<file path="src/rtl/dtl_pkg.sv">
// Package: constants, command and state types for the converter load controller
package dtl_pkg;
	localparam int MAIN_W = 16;
	localparam int TRIM_W = 8;
	// Pin timing, ns (setup, pulse width, hold) rounded up to clock cycles
	localparam int CLK_NS = 5;
	localparam int DATA_SETUP_NS = 140;
	localparam int WR_PULSE_NS = 120;
	localparam int DATA_HOLD_NS = 20;
	localparam int SETUP_CYC = (DATA_SETUP_NS + CLK_NS - 1) / CLK_NS;
	localparam int PULSE_CYC = (WR_PULSE_NS + CLK_NS - 1) / CLK_NS;
	localparam int HOLD_CYC = (DATA_HOLD_NS + CLK_NS - 1) / CLK_NS;
	localparam int WAIT_CYC = (SETUP_CYC > PULSE_CYC) ? SETUP_CYC : PULSE_CYC;
	localparam int CNT_W = 8;
	// Calibration codes for the main word, and the trim search start code
	localparam logic [MAIN_W-1:0] CODE_ZERO = 16'h0000;
	localparam logic [MAIN_W-1:0] CODE_MID = 16'h8000;
	localparam logic [MAIN_W-1:0] CODE_FULL = 16'hFFFF;
	localparam logic [TRIM_W-1:0] TRIM_MID = 8'h80;

	typedef enum logic [1:0] {
		DTL_TGT_MAIN = 2'h0,
		DTL_TGT_OFFSET = 2'h1,
		DTL_TGT_GAIN = 2'h2
	} dtl_target_e;

	typedef enum logic [1:0] {
		DTL_W_IDLE = 2'h0,
		DTL_W_LOW = 2'h1,
		DTL_W_HOLD = 2'h3
	} dtl_wstate_e;

	typedef enum logic [2:0] {
		DTL_C_IDLE = 3'h0,
		DTL_C_ZERO = 3'h1,
		DTL_C_OFS = 3'h3,
		DTL_C_FULL = 3'h2,
		DTL_C_GAIN = 3'h6,
		DTL_C_RESUME = 3'h7
	} dtl_cstate_e;
endpackage : dtl_pkg

</file>
<file path="src/rtl/dtl_wr_if.sv">
// Interface: one write request between the sequencer and the strobe engine
`timescale 1ns/1ps
interface dtl_wr_if;
	logic                            req;
	dtl_pkg::dtl_target_e            target;
	logic [dtl_pkg::MAIN_W-1:0]      data;
	logic                            done;
	logic                            busy;
	modport master (output req, output target, output data, input done, input busy);
	modport slave  (input req, input target, input data, output done, output busy);
endinterface : dtl_wr_if

</file>
<file path="src/rtl/dtl_host.sv">
// Host controller: plain writes and the offset/gain calibration sequence
`timescale 1ns/1ps
module dtl_host #(
	parameter bit SHARED_PINS = 1'b1
) (
	input  wire logic                       clk,
	input  wire logic                       rst,
	input  wire logic                       wr_req,
	input  wire logic                       wr_trim,
	input  wire logic                       wr_sel_offset,
	input  wire logic [dtl_pkg::MAIN_W-1:0] wr_data,
	input  wire logic                       cal_start,
	input  wire logic                       cal_bipolar,
	input  wire logic                       cmp_valid,
	input  wire logic                       cmp_above,
	input  wire logic [dtl_pkg::MAIN_W-1:0] resume_data,
	output logic                            busy,
	output logic                            done,
	output logic                            cal_active,
	output logic [dtl_pkg::TRIM_W-1:0]      offset_trim,
	output logic [dtl_pkg::TRIM_W-1:0]      gain_trim,
	output logic [dtl_pkg::MAIN_W-1:0]      main_data,
	output logic [dtl_pkg::TRIM_W-1:0]      trim_data,
	output logic                            wr_main_n,
	output logic                            wr_trim_n,
	output logic                            sel_offset
);
	// ----------------------------------------
	// Sequencer state
	// ----------------------------------------
	typedef struct packed {
		dtl_pkg::dtl_cstate_e         st;
		logic                         pend;
		logic [3:0]                   bitpos;
		logic [dtl_pkg::TRIM_W-1:0]   trial;
		logic [dtl_pkg::TRIM_W-1:0]   offset_trim;
		logic [dtl_pkg::TRIM_W-1:0]   gain_trim;
		logic                         req;
		dtl_pkg::dtl_target_e         target;
		logic [dtl_pkg::MAIN_W-1:0]   data;
		logic                         done;
		logic                         busy;
		logic                         cal;
	} dtl_host_s;

	dtl_host_s h_reg;
	dtl_host_s h_next;
	dtl_wr_if  wr ();

	dtl_strobe #(
		.SHARED_PINS(SHARED_PINS)
	) u_strobe (
		.clk        (clk),
		.rst        (rst),
		.wr         (wr.slave),
		.main_data  (main_data),
		.trim_data  (trim_data),
		.wr_main_n  (wr_main_n),
		.wr_trim_n  (wr_trim_n),
		.sel_offset (sel_offset)
	);

	assign wr.req = h_reg.req;
	assign wr.target = h_reg.target;
	assign wr.data = h_reg.data;

	// Trim search is a binary search, MSB first: 8 trials per trim word
	function automatic logic [dtl_pkg::TRIM_W-1:0] dtl_bit(input logic [3:0] p);
		dtl_bit = dtl_pkg::TRIM_W'(1) << p[2:0];
	endfunction : dtl_bit

	always_comb begin
		h_next = h_reg;
		h_next.req = 1'b0;
		h_next.done = 1'b0;
		case (h_reg.st)
			dtl_pkg::DTL_C_IDLE: begin
				if (!wr.busy && !h_reg.req && !h_reg.pend) begin
					if (cal_start) begin
						// No pend here: only idle clears it, so it would stick past the run
						h_next.st = dtl_pkg::DTL_C_ZERO;
						h_next.req = 1'b1;
						h_next.target = dtl_pkg::DTL_TGT_MAIN;
						h_next.data = cal_bipolar ? dtl_pkg::CODE_MID
							: dtl_pkg::CODE_ZERO;
					end else if (wr_req) begin
						h_next.req = 1'b1;
						h_next.pend = 1'b1;
						h_next.data = wr_data;
						if (!wr_trim)
							h_next.target = dtl_pkg::DTL_TGT_MAIN;
						else if (wr_sel_offset)
							h_next.target = dtl_pkg::DTL_TGT_OFFSET;
						else
							h_next.target = dtl_pkg::DTL_TGT_GAIN;
						if (wr_trim && wr_sel_offset)
							h_next.offset_trim = wr_data[dtl_pkg::TRIM_W-1:0];
						if (wr_trim && !wr_sel_offset)
							h_next.gain_trim = wr_data[dtl_pkg::TRIM_W-1:0];
					end
				end
				if (h_reg.pend && wr.done) begin
					h_next.pend = 1'b0;
					h_next.done = 1'b1;
				end
			end
			dtl_pkg::DTL_C_ZERO, dtl_pkg::DTL_C_FULL: begin
				if (wr.done) begin
					h_next.st = (h_reg.st == dtl_pkg::DTL_C_ZERO) ? dtl_pkg::DTL_C_OFS
						: dtl_pkg::DTL_C_GAIN;
					h_next.bitpos = 4'h7;
					h_next.trial = dtl_pkg::TRIM_MID;
					h_next.req = 1'b1;
					h_next.target = (h_reg.st == dtl_pkg::DTL_C_ZERO)
						? dtl_pkg::DTL_TGT_OFFSET : dtl_pkg::DTL_TGT_GAIN;
					h_next.data = {{(dtl_pkg::MAIN_W-dtl_pkg::TRIM_W){1'b0}},
						dtl_pkg::TRIM_MID};
				end
			end
			dtl_pkg::DTL_C_OFS, dtl_pkg::DTL_C_GAIN: begin
				// Trial is latched; wait for the comparator on the settled output
				if (!wr.busy && !h_reg.req && cmp_valid) begin
					// Above target: raise code, since more code drives output lower
					h_next.trial = cmp_above ? h_reg.trial
						: (h_reg.trial & ~dtl_bit(h_reg.bitpos));
					if (h_reg.bitpos == 4'h0) begin
						if (h_reg.st == dtl_pkg::DTL_C_OFS) begin
							h_next.offset_trim = h_next.trial;
							h_next.st = dtl_pkg::DTL_C_FULL;
							h_next.target = dtl_pkg::DTL_TGT_MAIN;
							h_next.data = dtl_pkg::CODE_FULL;
						end else begin
							h_next.gain_trim = h_next.trial;
							h_next.st = dtl_pkg::DTL_C_RESUME;
							h_next.target = dtl_pkg::DTL_TGT_MAIN;
							h_next.data = resume_data;
						end
						// Final value rewritten so the latch ends on the chosen code
						if (h_next.trial != h_reg.trial) begin
							h_next.req = 1'b1;
							h_next.data = {{(dtl_pkg::MAIN_W-dtl_pkg::TRIM_W){1'b0}},
								h_next.trial};
							h_next.st = h_reg.st;
							h_next.bitpos = 4'hF;
							h_next.target = (h_reg.st == dtl_pkg::DTL_C_OFS)
								? dtl_pkg::DTL_TGT_OFFSET : dtl_pkg::DTL_TGT_GAIN;
						end else begin
							h_next.req = 1'b1;
						end
					end else if (h_reg.bitpos == 4'hF) begin
						h_next.trial = h_reg.trial;
						h_next.bitpos = 4'h0;
					end else begin
						h_next.bitpos = h_reg.bitpos - 4'h1;
						h_next.trial = h_next.trial | dtl_bit(h_reg.bitpos - 4'h1);
						h_next.req = 1'b1;
						h_next.data = {{(dtl_pkg::MAIN_W-dtl_pkg::TRIM_W){1'b0}},
							h_next.trial};
					end
				end
			end
			dtl_pkg::DTL_C_RESUME: begin
				if (wr.done) begin
					h_next.st = dtl_pkg::DTL_C_IDLE;
					h_next.done = 1'b1;
				end
			end
			default: h_next.st = dtl_pkg::DTL_C_IDLE;
		endcase
		h_next.busy = (h_next.st != dtl_pkg::DTL_C_IDLE) || h_next.pend || h_next.req;
		h_next.cal = (h_next.st != dtl_pkg::DTL_C_IDLE);
	end

	always_ff @(posedge clk) begin
		if (rst) begin
			h_reg <= '{st: dtl_pkg::DTL_C_IDLE, pend: 1'b0, bitpos: 4'h0, trial: '0,
				offset_trim: '0, gain_trim: '0, req: 1'b0,
				target: dtl_pkg::DTL_TGT_MAIN, data: '0, done: 1'b0, busy: 1'b0,
				cal: 1'b0};
		end else begin
			h_reg <= h_next;
		end
	end

	assign busy = h_reg.busy;
	assign done = h_reg.done;
	assign cal_active = h_reg.cal;
	assign offset_trim = h_reg.offset_trim;
	assign gain_trim = h_reg.gain_trim;
endmodule : dtl_host

</file>
<file path="src/rtl/dtl_strobe.sv">
// Strobe engine: drives data, select and one active-low write strobe per request
`timescale 1ns/1ps
module dtl_strobe #(
	parameter bit SHARED_PINS = 1'b1
) (
	input  wire logic                       clk,
	input  wire logic                       rst,
	dtl_wr_if.slave                         wr,
	output logic [dtl_pkg::MAIN_W-1:0]      main_data,
	output logic [dtl_pkg::TRIM_W-1:0]      trim_data,
	output logic                            wr_main_n,
	output logic                            wr_trim_n,
	output logic                            sel_offset
);
	typedef struct packed {
		dtl_pkg::dtl_wstate_e         st;
		logic [dtl_pkg::CNT_W-1:0]    cnt;
		logic [dtl_pkg::MAIN_W-1:0]   main_data;
		logic [dtl_pkg::TRIM_W-1:0]   trim_data;
		logic                         wr_main_n;
		logic                         wr_trim_n;
		logic                         sel_offset;
		logic                         done;
	} dtl_strobe_s;

	dtl_strobe_s s_reg;
	dtl_strobe_s s_next;

	always_comb begin
		s_next = s_reg;
		s_next.done = 1'b0;
		case (s_reg.st)
			dtl_pkg::DTL_W_IDLE: begin
				if (wr.req) begin
					s_next.st = dtl_pkg::DTL_W_LOW;
					s_next.cnt = dtl_pkg::CNT_W'(dtl_pkg::WAIT_CYC - 1);
					if (wr.target == dtl_pkg::DTL_TGT_MAIN) begin
						s_next.main_data = wr.data;
						s_next.wr_main_n = 1'b0;
					end else begin
						s_next.sel_offset = (wr.target == dtl_pkg::DTL_TGT_OFFSET);
						if (SHARED_PINS)
							s_next.main_data[dtl_pkg::TRIM_W-1:0] =
								wr.data[dtl_pkg::TRIM_W-1:0];
						else
							s_next.trim_data = wr.data[dtl_pkg::TRIM_W-1:0];
						s_next.wr_trim_n = 1'b0;
					end
				end
			end
			dtl_pkg::DTL_W_LOW: begin
				if (s_reg.cnt == '0) begin
					// Rising edge captures; data and select held past it
					s_next.wr_main_n = 1'b1;
					s_next.wr_trim_n = 1'b1;
					s_next.st = dtl_pkg::DTL_W_HOLD;
					s_next.cnt = dtl_pkg::CNT_W'(dtl_pkg::HOLD_CYC);
				end else begin
					s_next.cnt = s_reg.cnt - 1'b1;
				end
			end
			dtl_pkg::DTL_W_HOLD: begin
				if (s_reg.cnt == '0) begin
					s_next.st = dtl_pkg::DTL_W_IDLE;
					s_next.done = 1'b1;
				end else begin
					s_next.cnt = s_reg.cnt - 1'b1;
				end
			end
			default: s_next.st = dtl_pkg::DTL_W_IDLE;
		endcase
	end

	always_ff @(posedge clk) begin
		if (rst) begin
			s_reg <= '{st: dtl_pkg::DTL_W_IDLE, cnt: '0, main_data: '0, trim_data: '0,
				wr_main_n: 1'b1, wr_trim_n: 1'b1, sel_offset: 1'b0, done: 1'b0};
		end else begin
			s_reg <= s_next;
		end
	end

	assign wr.done = s_reg.done;
	assign wr.busy = (s_reg.st != dtl_pkg::DTL_W_IDLE);
	assign main_data = s_reg.main_data;
	assign trim_data = s_reg.trim_data;
	assign wr_main_n = s_reg.wr_main_n;
	assign wr_trim_n = s_reg.wr_trim_n;
	assign sel_offset = s_reg.sel_offset;
endmodule : dtl_strobe

</file>
<file path="config.mk">
export PLATFORM = sky130hd
export DESIGN_NAME = dtl_host
export DESIGN_NICKNAME = d
export VERILOG_FILES = /design/src/rtl/dtl_pkg.sv /design/src/rtl/dtl_wr_if.sv /design/src/rtl/dtl_host.sv /design/src/rtl/dtl_strobe.sv
export SDC_FILE = /design/constraint.sdc
export NUM_CORES = 1
export LEC_CHECK = 0
export ABC_AREA = 1
export BUFFER_PORTS_ARGS = -buffer_cell sky130_fd_sc_hd__buf_4
export CORE_MARGIN = 3
export CORE_UTILIZATION = 45
export CTS_CLUSTER_DIAMETER = 50
export DETAILED_ROUTE_END_ITERATION = 16
export PLACE_DENSITY = 0.67
export SETUP_SLACK_MARGIN = 0.2
export SYNTH_ARGS = -nofsm -noshare
export SYNTH_HDL_FRONTEND = slang
export SYNTH_HIERARCHICAL = 1
export SYNTH_SLANG_ARGS = --single-unit
</file>
<file path="constraint.sdc">
create_clock -name clk -period 2.45 [get_ports clk]
set_input_delay 0.3675 -clock clk [delete_from_list [all_inputs] [get_ports clk]]
set_output_delay 0.3675 -clock clk [all_outputs]
set_load 0.03 [all_outputs]
</file>
==> flow_metrics.py <==
metrics = {
    "run_status": {
        "status": "completed",
    },
    "synth": {
        "yosys_most_used_dff": "sky130_fd_sc_hd__dfxtp_1",
        "synth-seq-area-share_pct": 35.34,
        "synth_warnings": 6,
        "synth_top_area_cells": "sky130_fd_sc_hd__dfxtp_1 (35%), sky130_fd_sc_hd__nand2_1 (11%), sky130_fd_sc_hd__nor2_1 (9.7%)",
        "edff_count_synth": 0,
        "netlist_top_cells_count": "sky130_fd_sc_hd__nand2_1 (145), sky130_fd_sc_hd__nor2_1 (123), sky130_fd_sc_hd__dfxtp_1 (84), sky130_fd_sc_hd__inv_1 (75), sky130_fd_sc_hd__a21oi_1 (53)",
        "post_synth_top_area_share_pct": 35.34,
        "synthCells": 718,
        "post-synth-top-area-cell": "sky130_fd_sc_hd__dfxtp_1",
        "ys_ff_latch": 84,
        "syn_avg_cell_area_um2": 6.627,
        "synth_most_common_cell": "sky130_fd_sc_hd__nand2_1",
        "netlist_area_mm2": 0.004758,
        "yosysUniqueCellTypes": 47,
        "asyncSetResetFlopFracSynth_pct": 0,
    },
    "placed_design": {
        "place_congestion": 0.9035,
        "buffer_ports.inserted": 78,
        "instance_count_after_placement_with_tap_cells_included": 889,
        "placement.cell_area_mm2": 0.005200,
        "hpwl_um": 9967,
    },
    "floorplan": {
        "ioPinCount": 87,
        "fp.coreArea_mm2": 0.01004,
        "die_x_um": 108.8,
        "fp.dieH_um": 108.8,
        "die_area_mm2": 0.01184,
        "effective_utilization_at_floorplan_pct": 47.37,
        "placementRows": 36,
    },
    "critical_path": {
        "crit_slowest_cell": "sky130_fd_sc_hd__dfxtp_1",
        "critPathKind": "flop to flop",
        "arrival_ps": 2350,
        "cp-end-kind": "flop",
        "path_cells": "nor2_2 -> inv_1 -> nor2_2 -> nand2_1 -> o21ai_0 -> nand2_1 -> nor2_1 -> o211ai_1 -> buf_4 -> o21ai_0 -> nor2_1",
        "timing.critical_path.slowest_cell_delay_ps": 390,
        "kind_of_start_point_of_the_critical_path": "flop",
        "cp_max_fo": 7,
        "timing.critical_path.required_ps": 2700,
    },
    "drt": {
        "dr_total_vias": 4679,
        "post_drt_wl_per_cell_um": 14.45,
        "wl_um": 13090,
        "post_drt_via_cell_ratio": 5.164,
        "drc": 0,
        "route.antenna.remaining_nets": 0,
        "detail_route.first_pass.iterations": 6,
        "drt_first_iter_violations": 330,
    },
    "power_and_ir_drop": {
        "switching_pwr_uw": 2889,
        "peakVddDrop_mv": 0.5155,
        "design_power_total_uw": 6256,
        "combPwrFrac_pct": 50.8,
        "clock_power_share_pct": 16.8,
        "power.density_mw_per_mm2": 1149,
        "sw_frac_of_total_pct": 46.18,
        "p_int_uw": 3367,
        "p_leak_uw": 0.002538,
        "power_frac_seq_pct": 32.4,
    },
    "global_route": {
        "grt_first_pass_wirelength_um": 21400,
        "global_route.overflow_total": 0,
        "groute.usage.overall_pct": 22.75,
        "number_of_antenna_violations_at_the_first_check_in_global_routing": 0,
        "first_global_vias": 4354,
        "grt_max_degree": 26,
    },
    "sta": {
        "setup-violations-final": 0,
        "slew-limit-headroom_pct": 62.17,
        "layout_worst_path_cycle_share_pct": 85.68,
        "slew_viol_final": 0,
        "hold_viol": 0,
        "fin_skew_ps": 18.71,
        "grt_setup_unrepaired": "yes",
        "achievable-frequency_mhz": 476.4,
        "tns_ps": 0,
        "post-route-min-period_ps": 2099,
        "tightestPinTransition_ps": 566.8,
    },
    "cells_and_area": {
        "multiInputGateArea_mm2": 0.002381,
        "fin_nets": 811,
        "n_antenna_cell": 0,
        "total_area_of_sequential_cells_mm2": 0.001682,
        "finalNonFillerCells": 906,
        "share_of_the_core_filled_with_cells_in_the_final_layout_pct": 54.21,
        "fillCellCount": 1018,
        "design_area_mm2": 0.005445,
        "post_route_cells_drive_above_1_share_pct": 18.89,
        "syn_to_final_growth_pct": 14.44,
    },
    "cts": {
        "cts_tree": "yes",
        "clkSlewWorstSetupHoldPaths_ps": 80,
        "bufs_on_longest_clock_path": 2,
        "ctsRootBufferMaster": "sky130_fd_sc_hd__clkbuf_8",
        "cts-hold-fix-buffers": 0,
        "cts-buffers-inserted": 9,
        "clock_sinks": 84,
        "latest_clock_arrival_within_the_worst_skew_pair_ps": 360,
        "ctsHtreeMaxLevel": 3,
    },
    "min_path": {
        "hold_path.class": "input port to flop",
    },
    "flow_run": {
        "cap_viol_max_count": 0,
    },
}
## path summary, 6_finish.rpt
kind         cells after the start                from  slack, ps                  to
min                              3     resume_data[12]        330         wr.data[12]
max reg2reg                     11  u_strobe/s_reg[36]        350      offset_trim[7]
min reg2reg                      2  u_strobe/wr_trim_n        460  u_strobe/wr_trim_n
max                             11  u_strobe/s_reg[36]        350      offset_trim[7]
## cell usage in the layout (no fill, tap or decap), types with 2 or more instances in the layout
cell type,synthesis,final
sky130_fd_sc_hd__dfxtp_1,84,84
sky130_fd_sc_hd__nor2_4,5,5
sky130_fd_sc_hd__nor2_1,123,121
sky130_fd_sc_hd__nand2_4,2,2
sky130_fd_sc_hd__nand2_2,7,9
sky130_fd_sc_hd__o22ai_1,10,10
sky130_fd_sc_hd__conb_1,1,8
sky130_fd_sc_hd__a31oi_1,4,4
sky130_fd_sc_hd__o31ai_1,2,2
sky130_fd_sc_hd__o21ai_0,52,50
sky130_fd_sc_hd__nand4_1,3,3
sky130_fd_sc_hd__xnor2_1,2,2
sky130_fd_sc_hd__inv_1,75,75
sky130_fd_sc_hd__nor2_2,7,9
sky130_fd_sc_hd__inv_2,8,8
sky130_fd_sc_hd__clkinv_4,0,2
sky130_fd_sc_hd__clkbuf_8,0,11
sky130_fd_sc_hd__a21oi_1,53,53
sky130_fd_sc_hd__clkinv_1,2,2
sky130_fd_sc_hd__nand3_1,40,40
sky130_fd_sc_hd__o21ai_1,3,5
sky130_fd_sc_hd__inv_6,1,2
sky130_fd_sc_hd__nor3_1,14,14
sky130_fd_sc_hd__buf_4,43,88
sky130_fd_sc_hd__nand2_1,145,143
## routing by layer
layer | part of all wire, % | GRT usage, %
met5 | 0 | 0
met4 | 1.7 | 6.222
met3 | 6.5 | 5.269
met2 | 45 | 35.30
met1 | 47 | 31.70
## what timing repair did
| item | in CTS | in global routing |
|---|---|---|
| pin swaps | 0 | 2 |
| gates resized for setup | 1 | 5 |
| setup endpoints to repair | 1 | 30 |
| setup buffers | 0 | 2 |
## layout make-up
cell class	instances	share of cell area [%]
tap	133	3.056
timing repair buffer	89	12.50
clock inverter	4	1.034
sequential	84	30.88
multi-input combinational	499	43.73
clock buffer	11	2.780
inverter	86	6.020
## cells by family after synthesis
logic type,count (synthesis),synth area share (%)
other,1,0.07881
buffers and inverters,142,15.38
flip-flops,84,35.34
AO/OA/AOI/OAI,135,15.88
XOR/XNOR,2,0.3682
AND/OR/NAND/NOR,353,32.68
adder cells (fa/ha/maj),1,0.2629
## power groups by stage
stage | clock network, µW | registers, µW | logic, µW
after floorplan | 0 | 2050 | 2510
after global placement | 0 | 2050 | 3060
after detailed placement | 0 | 2060 | 3100
after CTS | 1080 | 2030 | 3120
after global routing | 1130 | 2080 | 3590
final | 1050 | 2030 | 3180
## metrics by stage
step | hold slack, ps | worst slack [ps]
after detailed placement | 442.3 | 215.2
after floorplan | 433.7 | 654.7
after CTS | 319.9 | 244.9
final | 334.9 | 350.7
after global placement | 437.5 | 270.3
after global routing | 327.1 | 167.3
## critical path, delay by kind of cell (launching register included)
family                 cells  cell delay (ps)
buffers and inverters      2              270
and+or+nand+nor            6              860
AOI/OAI and AO/OA          3              460
DFF                        1              390
Note: power is estimated with default switching activity, not from simulation.
